**config.mk**
```make
export PLATFORM = sky130hd
export DESIGN_NAME = fbp_top
export DESIGN_NICKNAME = d
export VERILOG_FILES = /design/src/verilog/fbp_pkg.sv /design/src/verilog/fbp_cyc_if.sv /design/src/verilog/fbp_cycle.sv /design/src/verilog/fbp_top.sv
export SDC_FILE = /design/constraint.sdc
export NUM_CORES = 1
export LEC_CHECK = 0
export ABC_CLOCK_PERIOD_IN_PS = 3100
export BUFFER_PORTS_ARGS = -buffer_cell sky130_fd_sc_hd__buf_4
export CAP_MARGIN = 20
export CORE_MARGIN = 4
export CORE_UTILIZATION = 63
export CTS_BUF_LIST = sky130_fd_sc_hd__clkbuf_8
export DETAILED_ROUTE_END_ITERATION = 8
export PLACE_DENSITY = 0.8
export SLEW_MARGIN = 30
export SYNTH_ARGS = -nofsm -noshare
export SYNTH_HDL_FRONTEND = slang
export SYNTH_SLANG_ARGS = --single-unit
export TNS_END_PERCENT = 5
```
**constraint.sdc**
```tcl
create_clock -name sys_clk_i -period 3.1 [get_ports sys_clk_i]
set_clock_uncertainty 0.1 [all_clocks]
set_input_delay 0.155 -clock sys_clk_i [delete_from_list [all_inputs] [get_ports sys_clk_i]]
set_output_delay 0.155 -clock sys_clk_i [all_outputs]
set_load 0.02 [all_outputs]
```
**src/verilog/fbp_pkg.sv**
```systemverilog
`default_nettype none
package fbp_pkg;
    // register byte addresses
    localparam logic [8:0] REG_CTRL = 9'h000;
    localparam logic [8:0] REG_CFG = 9'h004;
    localparam logic [8:0] REG_ADDR = 9'h008;
    localparam logic [8:0] REG_DATA = 9'h00C;
    localparam logic [8:0] REG_COUNT = 9'h010;
    localparam logic [8:0] REG_STATUS = 9'h014;
    localparam logic [8:0] REG_RDATA = 9'h018;
    localparam int BUF_SEL_BIT = 8;
    localparam int BUF_DEPTH = 64;
    localparam logic [5:0] BUF_MAX_WORD = 6'h1F;
    localparam logic [5:0] BUF_MAX_BYTE = 6'h3F;
    // cfg fields and reset values
    localparam int CFG_WORD = 0;
    localparam int CFG_RST = 1;
    localparam int CFG_HV = 2;
    localparam logic CFG_WORD_RST = 1'b1;
    // status fields
    localparam int ST_BUSY = 0;
    localparam int ST_ABORT = 1;
    localparam int ST_TIMEOUT = 2;
    localparam int ST_REFUSED = 3;
    localparam int ST_RDY = 4;
    // flash status bits
    localparam int FL_ABORT = 1;
    localparam int FL_TLIM = 5;
    localparam int FL_TOG = 6;
    // operations
    localparam logic [3:0] OP_PROG = 4'h1;
    localparam logic [3:0] OP_BUF = 4'h2;
    localparam logic [3:0] OP_ABRST = 4'h3;
    localparam logic [3:0] OP_RESET = 4'h4;
    localparam logic [3:0] OP_READ = 4'h5;
    localparam logic [3:0] OP_SUSP = 4'h6;
    localparam logic [3:0] OP_RESUME = 4'h7;
    // timing at 40 MHz
    localparam int CLK_MHZ = 40;
    localparam int T_WP_NS = 50;
    localparam int T_ACC_NS = 100;
    localparam logic [2:0] WP_CYC = 3'((T_WP_NS * CLK_MHZ + 999) / 1000);
    localparam logic [2:0] ACC_CYC = 3'((T_ACC_NS * CLK_MHZ + 999) / 1000);
    localparam logic [2:0] SYNC_CYC = 3'h2;

    typedef enum logic [4:0] {
        C_IDLE = 5'h01, C_SETUP = 5'h02, C_STROBE = 5'h04, C_HOLD = 5'h08, C_SYNC = 5'h10
    } fbp_cph_t;

    typedef struct packed {
        fbp_cph_t ph;
        logic wr;
        logic [2:0] cnt;
        logic ce_n;
        logic we_n;
        logic oe_n;
        logic [22:0] addr;
        logic [15:0] dq;
        logic dq_oe;
        logic done;
        logic [15:0] rdata;
        logic [15:0] s1;
        logic [15:0] s2;
    } fbp_eng_t;

    typedef enum logic [9:0] {
        S_IDLE = 10'h001, S_UNL1 = 10'h002, S_UNL2 = 10'h004, S_CMD = 10'h008, S_CNT = 10'h010,
        S_LOAD = 10'h020, S_CONF = 10'h040, S_DATA = 10'h080, S_POLL = 10'h100, S_RD = 10'h200
    } fbp_st_t;

    typedef struct packed {
        fbp_st_t st;
        logic [3:0] op;
        logic pend;
        logic [5:0] idx;
        logic [22:0] addr;
        logic [15:0] wdata;
        logic [5:0] count;
        logic word_mode;
        logic flash_rst_n;
        logic hv;
        logic busy;
        logic abort_seen;
        logic timeout_seen;
        logic refused;
        logic have_prev;
        logic prev_tog;
        logic [15:0] rdata;
        logic [31:0] rd_out;
        logic rb1;
        logic rb2;
    } fbp_top_t;
endpackage : fbp_pkg
`default_nettype wire

```
**src/verilog/fbp_cyc_if.sv**
```systemverilog
`timescale 1ns/1ps
`default_nettype none
interface fbp_cyc_if;
    logic start;
    logic wr;
    logic [22:0] addr;
    logic [15:0] wdata;
    logic done;
    logic [15:0] rdata;
    modport ctl (output start, wr, addr, wdata, input done, rdata);
    modport eng (input start, wr, addr, wdata, output done, rdata);
endinterface : fbp_cyc_if
`default_nettype wire

```
**src/verilog/fbp_cycle.sv**
```systemverilog
`timescale 1ns/1ps
`default_nettype none
module fbp_cycle
    import fbp_pkg::*;
(
    input wire logic sys_clk_i,       // 40 MHz clock
    input wire logic rst_i,           // sync reset
    fbp_cyc_if.eng cyc,               // cycle request
    input wire logic [15:0] dq_i,     // data pins in
    output logic [22:0] addr_o,       // address pins
    output logic [15:0] dq_o,         // data pins out
    output logic dq_oe_o,             // data drive enable
    output logic ce_n_o,              // chip select
    output logic we_n_o,              // write strobe
    output logic oe_n_o               // output enable
);
    fbp_eng_t q, n;

    always_comb begin
        n = q;
        n.done = 1'b0;
        n.s1 = dq_i;
        n.s2 = q.s1;
        unique case (q.ph)
            C_IDLE: begin
                if (cyc.start) begin
                    n.wr = cyc.wr;
                    n.addr = cyc.addr;
                    n.dq = cyc.wdata;
                    n.ce_n = 1'b0;
                    n.oe_n = cyc.wr;
                    n.dq_oe = cyc.wr;
                    n.cnt = '0;
                    n.ph = C_SETUP;
                end
            end
            C_SETUP: begin
                n.ph = C_STROBE;
                // write only with ce low, oe high
                n.we_n = !q.wr;
            end
            C_STROBE: begin
                n.cnt = q.cnt + 3'h1;
                if (q.cnt == (q.wr ? WP_CYC : ACC_CYC) - 3'h1) begin
                    n.cnt = '0;
                    n.we_n = 1'b1;
                    n.ph = q.wr ? C_HOLD : C_SYNC;
                end
            end
            C_HOLD: begin
                n.ce_n = 1'b1;
                n.dq_oe = 1'b0;
                n.done = 1'b1;
                n.ph = C_IDLE;
            end
            C_SYNC: begin
                n.cnt = q.cnt + 3'h1;
                if (q.cnt == SYNC_CYC - 3'h1) begin
                    n.rdata = q.s2;
                    n.ce_n = 1'b1;
                    n.oe_n = 1'b1;
                    n.done = 1'b1;
                    n.ph = C_IDLE;
                end
            end
        endcase
    end

    always_ff @(posedge sys_clk_i) begin
        if (rst_i) begin
            q <= '0;
            q.ph <= C_IDLE;
            q.ce_n <= 1'b1;
            q.we_n <= 1'b1;
            q.oe_n <= 1'b1;
        end else begin
            q <= n;
        end
    end

    assign cyc.done = q.done;
    assign cyc.rdata = q.rdata;
    assign addr_o = q.addr;
    assign dq_o = q.dq;
    assign dq_oe_o = q.dq_oe;
    assign ce_n_o = q.ce_n;
    assign we_n_o = q.we_n;
    assign oe_n_o = q.oe_n;
endmodule : fbp_cycle
`default_nettype wire

```
**src/verilog/fbp_top.sv**
```systemverilog
// Chosen here: the plain strobed port and the placing of the registers.
`timescale 1ns/1ps
`default_nettype none
module fbp_top
    import fbp_pkg::*;
#(
    parameter logic [22:0] UNLOCK_ADDR1 = 23'h000555,
    parameter logic [15:0] UNLOCK_DATA1 = 16'h00AA,
    parameter logic [22:0] UNLOCK_ADDR2 = 23'h0002AA,
    parameter logic [15:0] UNLOCK_DATA2 = 16'h0055,
    parameter logic [15:0] CMD_BUF_LOAD = 16'h0025,
    parameter logic [15:0] CMD_CONFIRM = 16'h0029,
    parameter logic [15:0] CMD_PROG = 16'h00A0,
    parameter logic [15:0] CMD_RESET = 16'h00F0,
    parameter logic [15:0] CMD_SUSPEND = 16'h00B0,
    parameter logic [15:0] CMD_RESUME = 16'h0030
) (
    input wire logic sys_clk_i,            // 40 MHz clock
    input wire logic rst_i,                // sync reset
    input wire logic [8:0] reg_addr_i,     // register address
    input wire logic [31:0] reg_wdata_i,   // register write data
    input wire logic reg_wr_i,             // write strobe
    input wire logic reg_rd_i,             // read strobe
    output logic [31:0] reg_rdata_o,       // read data, next cycle
    output logic [22:0] flash_addr_o,      // address pins
    output logic [15:0] flash_dq_o,        // data pins out
    output logic flash_dq_oe_o,            // data drive enable
    input wire logic [15:0] flash_dq_i,    // data pins in
    output logic flash_ce_n_o,             // chip select
    output logic flash_we_n_o,             // write strobe
    output logic flash_oe_n_o,             // output enable
    output logic flash_reset_n_o,          // hardware reset
    output logic flash_word_mode_o,        // byte select, high = word
    output logic autoselect_hv_addr_pin_o, // raise autoselect pin to hv
    input wire logic ready_busy_n_i        // ready/busy pin
);
    fbp_top_t q, n;
    logic [15:0] buf_mem [BUF_DEPTH];
    fbp_cyc_if cyc ();

    function automatic logic [15:0] cmd_code(input logic [3:0] op);
        unique case (op)
            OP_PROG: cmd_code = CMD_PROG;
            OP_BUF: cmd_code = CMD_BUF_LOAD;
            OP_SUSP: cmd_code = CMD_SUSPEND;
            OP_RESUME: cmd_code = CMD_RESUME;
            default: cmd_code = CMD_RESET;
        endcase
    endfunction

    function automatic logic starts_unlocked(input logic [3:0] op);
        starts_unlocked = (op == OP_PROG) || (op == OP_BUF) || (op == OP_ABRST);
    endfunction

    logic [15:0] bword;
    logic [5:0] cap;
    logic [3:0] new_op;
    logic st_tog;
    assign bword = buf_mem[q.idx];
    assign cap = q.word_mode ? BUF_MAX_WORD : BUF_MAX_BYTE;
    assign new_op = reg_wdata_i[3:0];
    assign st_tog = cyc.rdata[FL_TOG];
    assign cyc.start = (q.st != S_IDLE) && !q.pend;

    // cycle address and data per state
    always_comb begin
        cyc.wr = 1'b1;
        cyc.addr = q.addr;
        cyc.wdata = q.wdata;
        unique case (q.st)
            S_UNL1: begin
                cyc.addr = UNLOCK_ADDR1;
                cyc.wdata = UNLOCK_DATA1;
            end
            S_UNL2: begin
                cyc.addr = UNLOCK_ADDR2;
                cyc.wdata = UNLOCK_DATA2;
            end
            S_CMD: begin
                cyc.addr = (q.op == OP_BUF || q.op == OP_RESET) ? q.addr : UNLOCK_ADDR1;
                cyc.wdata = cmd_code(q.op);
            end
            S_CNT: cyc.wdata = {10'h000, q.count};
            S_LOAD: begin
                // byte mode puts lowest address on dq15
                cyc.addr = q.word_mode ? {q.addr[22:5], q.idx[4:0]} : {q.addr[22:5], q.idx[5:1]};
                cyc.wdata = q.word_mode ? bword : {q.idx[0], 7'h00, bword[7:0]};
            end
            S_CONF: cyc.wdata = CMD_CONFIRM;
            S_POLL, S_RD: cyc.wr = 1'b0;
            default: cyc.wr = 1'b1;
        endcase
    end

    always_comb begin
        n = q;
        n.rb1 = ready_busy_n_i;
        n.rb2 = q.rb1;
        n.rd_out = '0;
        if (reg_rd_i) begin
            unique case (reg_addr_i)
                REG_CFG: n.rd_out = {29'h0, q.hv, !q.flash_rst_n, q.word_mode};
                REG_ADDR: n.rd_out = {9'h000, q.addr};
                REG_DATA: n.rd_out = {16'h0000, q.wdata};
                REG_COUNT: n.rd_out = {26'h0, q.count};
                REG_STATUS: n.rd_out = {27'h0, q.rb2, q.refused, q.timeout_seen, q.abort_seen, q.busy};
                REG_RDATA: n.rd_out = {16'h0000, q.rdata};
                default: n.rd_out = '0;
            endcase
        end
        if (reg_wr_i) begin
            if (reg_addr_i == REG_CFG) begin
                n.word_mode = reg_wdata_i[CFG_WORD];
                n.flash_rst_n = !reg_wdata_i[CFG_RST];
                n.hv = reg_wdata_i[CFG_HV];
            end
            if (!q.busy) begin
                if (reg_addr_i == REG_ADDR) n.addr = reg_wdata_i[22:0];
                if (reg_addr_i == REG_DATA) n.wdata = reg_wdata_i[15:0];
                if (reg_addr_i == REG_COUNT) n.count = reg_wdata_i[5:0];
            end
            if (reg_addr_i == REG_CTRL) begin
                if (q.busy || (new_op == OP_BUF && q.count > cap)) begin
                    n.refused = 1'b1;
                end else if (new_op >= OP_PROG && new_op <= OP_RESUME) begin
                    n.op = new_op;
                    n.busy = 1'b1;
                    n.abort_seen = 1'b0;
                    n.timeout_seen = 1'b0;
                    n.refused = 1'b0;
                    n.st = starts_unlocked(new_op) ? S_UNL1 : (new_op == OP_READ ? S_RD : S_CMD);
                end
            end
        end
        if (cyc.start) n.pend = 1'b1;
        if (cyc.done) begin
            n.pend = 1'b0;
            unique case (q.st)
                S_UNL1: n.st = S_UNL2;
                S_UNL2: n.st = S_CMD;
                S_CMD: begin
                    n.st = (q.op == OP_PROG) ? S_DATA : (q.op == OP_BUF ? S_CNT : S_IDLE);
                    n.busy = (q.op == OP_PROG) || (q.op == OP_BUF);
                    n.idx = '0;
                end
                S_CNT: n.st = S_LOAD;
                S_LOAD: begin
                    if (q.idx == q.count) n.st = S_CONF;
                    else n.idx = q.idx + 6'h01;
                end
                S_CONF, S_DATA: begin
                    n.st = S_POLL;
                    n.have_prev = 1'b0;
                end
                S_POLL: begin
                    n.rdata = cyc.rdata;
                    n.have_prev = 1'b1;
                    n.prev_tog = st_tog;
                    if (q.have_prev && st_tog == q.prev_tog) begin
                        n.st = S_IDLE;
                        n.busy = 1'b0;
                    // flag must stand in both toggling reads, array data may follow the last status
                    end else if (q.have_prev && cyc.rdata[FL_ABORT] && q.rdata[FL_ABORT] && q.op == OP_BUF) begin
                        n.abort_seen = 1'b1;
                        n.op = OP_ABRST;
                        n.st = S_UNL1;
                    end else if (q.have_prev && cyc.rdata[FL_TLIM] && q.rdata[FL_TLIM]) begin
                        n.timeout_seen = 1'b1;
                        n.op = OP_RESET;
                        n.st = S_CMD;
                    end
                end
                S_RD: begin
                    n.rdata = cyc.rdata;
                    n.st = S_IDLE;
                    n.busy = 1'b0;
                end
                default: n.st = S_IDLE;
            endcase
        end
    end

    always_ff @(posedge sys_clk_i) begin
        if (rst_i) begin
            q <= '0;
            q.st <= S_IDLE;
            q.word_mode <= CFG_WORD_RST;
            q.flash_rst_n <= 1'b1;
            q.rb1 <= 1'b1;
            q.rb2 <= 1'b1;
        end else begin
            q <= n;
        end
    end

    always_ff @(posedge sys_clk_i) begin
        if (reg_wr_i && reg_addr_i[BUF_SEL_BIT]) begin
            buf_mem[reg_addr_i[7:2]] <= reg_wdata_i[15:0];
        end
    end

    fbp_cycle u_cycle (
        .sys_clk_i(sys_clk_i),
        .rst_i(rst_i),
        .cyc(cyc.eng),
        .dq_i(flash_dq_i),
        .addr_o(flash_addr_o),
        .dq_o(flash_dq_o),
        .dq_oe_o(flash_dq_oe_o),
        .ce_n_o(flash_ce_n_o),
        .we_n_o(flash_we_n_o),
        .oe_n_o(flash_oe_n_o)
    );

    assign reg_rdata_o = q.rd_out;
    assign flash_reset_n_o = q.flash_rst_n;
    assign flash_word_mode_o = q.word_mode;
    assign autoselect_hv_addr_pin_o = q.hv;
endmodule : fbp_top
`default_nettype wire

```
# After elaboration in Yosys (flattened, before gate mapping)
# Memories as Yosys holds them, arrays and structs flattened. A register that Yosys moved wholly into a read port is not among the register bits.
# Cells that the tools add are included.
# totals
regBits	226
word_cells	192
input_bits	62
ramBits	1024
mem_count	1
# memory_table
name	depth	width	read_ports	rd_clocked_by_memory_dff	write_ports	line	source
buf_mem	64	16	1	1	1	fbp_top.sv:38	logic [15:0] buf_mem [BUF_DEPTH];
# classes
n_bitwise	2
n_lt_le_gt_ge	3
add_sub_neg	3
eq_ne	38
n_reduce_logical	49
muxes	63
# ops
cell	n
23-bit case mux with 6 select lines	1
16-bit case mux with 6 select lines	1
23-bit case mux with 4 select lines	1
14-bit two-way mux	6
10-bit case mux with 7 select lines	1
10-bit two-way mux	5
41-bit two-way mux	1
8-bit case mux with 4 select lines	1
9-bit by 5-bit equality test with 1-bit output, second input constant	3
5-bit two-way mux	5
5-bit case mux with 5 select lines	1
6-bit two-way mux	4
3-bit AND reduction	8
23-bit two-way mux	1
21-bit two-way mux	1
4-bit two-way mux	5
9-bit by 4-bit equality test with 1-bit output, second input constant	2
2-bit AND reduction	9
17-bit two-way mux	1
4-bit by 3-bit equality test with 1-bit output, second input constant	4
16-bit two-way mux	1
4-bit by 2-bit equality test with 1-bit output, second input constant	3
3-bit two-way mux	4
6-bit case mux with 2 select lines	1
43 further kinds	88

# Longest topological paths before layout
# depth
word_depth	13
mapped_depth	11

# Cells and area by module
# Synthesis repeated with hierarchy kept, for this count alone.
# unflattened
hier_cells	2820
hier_area_um2	49152.1
# by_module_without_submodules
module	cells_per_inst	instances	area_per_inst_um2	seq_area_each_um2
fbp_top	2402	1	45289.7	33191.8
fbp_cycle	418	1	3862.5	2021.9

# Worst setup path before layout
# Ideal clock, no wire load.
# synth_timing
path_type	flip-flop to flip-flop
from	register (tool-made name)
to	register u_cycle.q, in the netlist u_cycle.dq_o[13]
arrival_ns	2.297
synth_period_minus_slack_ns	2.524
stages_incl_launch_ff	9
setup_slack_ns	0.576
setup_ns	0.127
n_path_buf	4
cell_sequence	dfxtp_1 -> buf_6 -> buf_6 -> buf_6 -> buf_2 -> mux4_2 -> mux4_2 -> a22oi_1 -> a31oi_1
# synth_rtl
item	line	source
end signal: assignment	fbp_cycle.sv:77	q <= n;
end: declaration	fbp_cycle.sv:17	fbp_eng_t q, n;

==> impl_metrics.py <==
metrics = {
    "cells_and_area": {
        "final_common_cell": "edfxtp_1",
        "post-route-util": 0.734,
        "final_cell_mix": "edfxtp_1, buf_4, mux4_2, dfxtp_1, clkbuf_8",
        "layout-drive-gt1-share": 0.263,
        "area_growth_pct": 14.5,
        "stdcell_count": 4350,
        "fin_nets": 3229,
    },
    "critical_path": {
        "cp_slowest_stage_delay_ps": 550,
        "cp_slowest_cell": "dfxtp_4",
        "critPathLaunchType": "register",
        "worstPathMaxFanout": 15,
        "path_cells": "buf_4 > mux4_2 > mux2i_1 > a21oi_1 > nand4b_1 > a22oi_1 > o22ai_1",
        "critPathBufInv": 1,
        "worstSetupEndpointType": "register",
        "cp_top_family": "multiplexers",
        "cp.required_ps": 3690,
        "arrival_ps": 3760,
        "worst-setup-path-type": "reg -> reg",
    },
    "logic_synthesis": {
        "synthTopCellsByArea": "edfxtp_1, mux4_2, dfxtp_1",
        "synth_top_cell_area_share": 0.628,
        "ys_seq_area_frac": 0.719,
        "ys.flop_type": "edfxtp_1",
        "syn_inst": 2768,
        "synth-async-reset-ratio": 0,
        "yosysUniqueCellTypes": 88,
        "synth_warnings": 0,
        "avgSynthCellArea_um2": 17.7,
        "syn-cell-area_um2": 49000,
        "synth_enable_flop_cells": 1024,
        "synth_seq_cells": 1247,
        "yosysTopAreaCell": "edfxtp_1",
    },
    "global_route": {
        "grt_max_degree": 72,
        "grt_overflow": 0,
        "grt_pass1_vias": 28800,
        "grt_pass1_wl_um": 192000,
        "grt.total_usage": 0.321,
        "grt_antenna_before_repair": 7,
    },
    "timing": {
        "setup_ws_ps": -74.2,
        "whs_ps": 103,
        "clock.fmax_mhz": 315,
        "fin_crit_sh": 1.02,
        "rsz0062_at_grt": "yes",
        "relSlewSlack": 0.404,
        "slew_violations": 0,
        "setup_viol": 1,
        "hold_violations": 0,
        "fin_crit_ps": 3170,
        "worstMarginPinSlew_ps": 894,
    },
    "placement": {
        "gp_congestion": 0.998,
        "io_buffer_count": 121,
        "dp.final_hpwl_um": 79600,
        "place_inst": 3889,
    },
    "floorplanning": {
        "row_count": 101,
        "die_w_um": 287,
        "die_y_um": 287,
        "initial_utilization": 0.641,
        "ioPinCount": 140,
        "core_um2": 76500,
        "dieArea_um2": 82300,
    },
    "status": {
        "violations": "setup timing",
        "status": "complete, but fails checks",
    },
    "cts": {
        "postCtsSetupBuffers": 0,
        "cts-root-buf": "clkbuf_8",
        "cts_sinks": 1247,
        "h-tree-depth": 4,
        "cts_made_buffers": 189,
        "clock_latency_ps": 830,
        "cts.reportedPaths.clkPinSlew_ps": 70,
        "cts.path.max_buffers": 3,
        "cts_tree": "done",
    },
    "pwr": {
        "ir_drop_uv": 409,
        "power.density_nw_per_um2": 557,
        "p_leak_nw": 18.6,
    },
    "detailed_routing": {
        "drc": 0,
        "dr_total_vias": 28700,
        "ant_nets": 0,
        "routedWlPerCell_um": 29.9,
        "drt_pass1_iterations": 8,
        "totalWireLength_um": 130000,
        "vias_per_cell": 6.59,
        "drt_first_iter_violations": 4577,
    },
    "min_path": {
        "hold_path_startpoint": "reg_addr_i[7]",
        "min_path_type": "in -> reg",
    },
    "run": {
        "drv_cap": 0,
    },
}
## cell families (layout without fill, tap and decap cells)
| group | count (synthesis) | in the layout | synth area share |
|---|---|---|---|
| DFF | 1247 | 1247 | 0.719 |
| and+or+nand+nor | 592 | 592 | 0.0591 |
| muxes | 344 | 344 | 0.144 |
| AOI/OAI and AO/OA | 320 | 320 | 0.0430 |
| buffers and inverters | 241 | 782 | 0.0306 |
| xor gates and xnor gates | 19 | 19 | 0.00340 |
| adders and majority gates | 4 | 4 | 0.00102 |
| other | 1 | 12 | 0.0000766 |
## power by group
group / switching, mW / total (mW) / internal (mW)
Clock: 6.27 / 12.4 / 6.18
Sequential: 0.0224 / 18.2 / 18.2
Combinational: 0.451 / 0.634 / 0.183
## stage by stage
step           setup TNS [ps]  setup WS (ps)  cell area [um^2]  total power, mW
2_1_floorplan               0            576             49000             18.7
3_3_place_gp                0           98.9             51500             19.0
3_5_place_dp                0           9.12             51500             19.1
4_1_cts                     0           10.2             56100             31.4
5_1_grt                  -139          -65.4             56100             32.3
6_report                -74.2          -74.2             56100             31.3
## repair_timing
action | CTS | global route
pin swaps | 0 | 0
endpoints found under the setup margin | 1 | 12
hold buffers | 113 | 0
endpoints found under the hold margin | 1179 | 0
resized for setup | 1 | 10
gates cloned | 0 | 0
## synth_stat cells, drive strengths merged, types with 11 or more instances
| master | n |
|---|---|
| dfxtp | 223 |
| nand2 | 176 |
| nor4 | 12 |
| nand4 | 12 |
| buf | 139 |
| and2 | 27 |
| nor2b | 46 |
| o21ai | 42 |
| nor2 | 171 |
| xnor2 | 12 |
| and3 | 11 |
| a211oi | 34 |
| edfxtp | 1024 |
| mux4 | 285 |
| nand2b | 11 |
| a21oi | 113 |
| or3 | 15 |
| nor3 | 22 |
| mux2i | 52 |
| clkbuf | 91 |
| a22oi | 45 |
| nand3 | 43 |
| a222oi | 13 |
## per-layer routing
metal	track usage	wire length, um	part of all wire
met1	0.446	46900	0.36
met2	0.496	61600	0.47
met3	0.0891	16600	0.13
met4	0.121	4800	0.037
met5	0	13	0.00010
## worst reg2reg max path, stage by stage (launching register included)
cell	delay, ps
dfxtp_4	550
buf_4	390
mux4_2	550
mux2i_1	330
a21oi_1	260
nand4b_1	370
a22oi_1	340
o22ai_1	150
## area by class of cell
cell class / count / area [um^2]
inverter: 11 / 41.3
timing repair buffer: 426 / 3740
fill: 4221 / 20300
clock buffer: 201 / 2770
tap: 1030 / 1290
multi-input combinational: 1288 / 12300
sequential: 1247 / 35200
antenna: 3 / 7.51
clock inverter: 144 / 702
## flip-flops by register name, summed over array words and instances, names as in the netlist, named ones only
name / count
autoselect_hv_addr_pin_o: 1
buf_mem: 1024
flash_reset_n_o: 1
flash_word_mode_o: 1
n: 1
q: 89
reg_rdata_o: 23
u_cycle.addr_o: 23
u_cycle.ce_n_o: 1
u_cycle.cyc.done: 1
u_cycle.cyc.rdata: 16
u_cycle.dq_o: 16
u_cycle.dq_oe_o: 1
u_cycle.n: 16
u_cycle.oe_n_o: 1
u_cycle.q: 25
u_cycle.we_n_o: 1
## final timing paths
kind,end,slack [ps],depth (start not counted)
worst max-delay path,u_cycle.dq_o[6]$_SDFFE_PP0P_,-70,7
worst min-delay path,reg_rdata_o[3]$_SDFF_PP0_,100,5
worst max register to register,u_cycle.dq_o[6]$_SDFFE_PP0P_,-70,7
worst min register to register,u_cycle.cyc.rdata[9]$_SDFFE_PP0P_,340,2
Power figures use the tool's default switching activity.
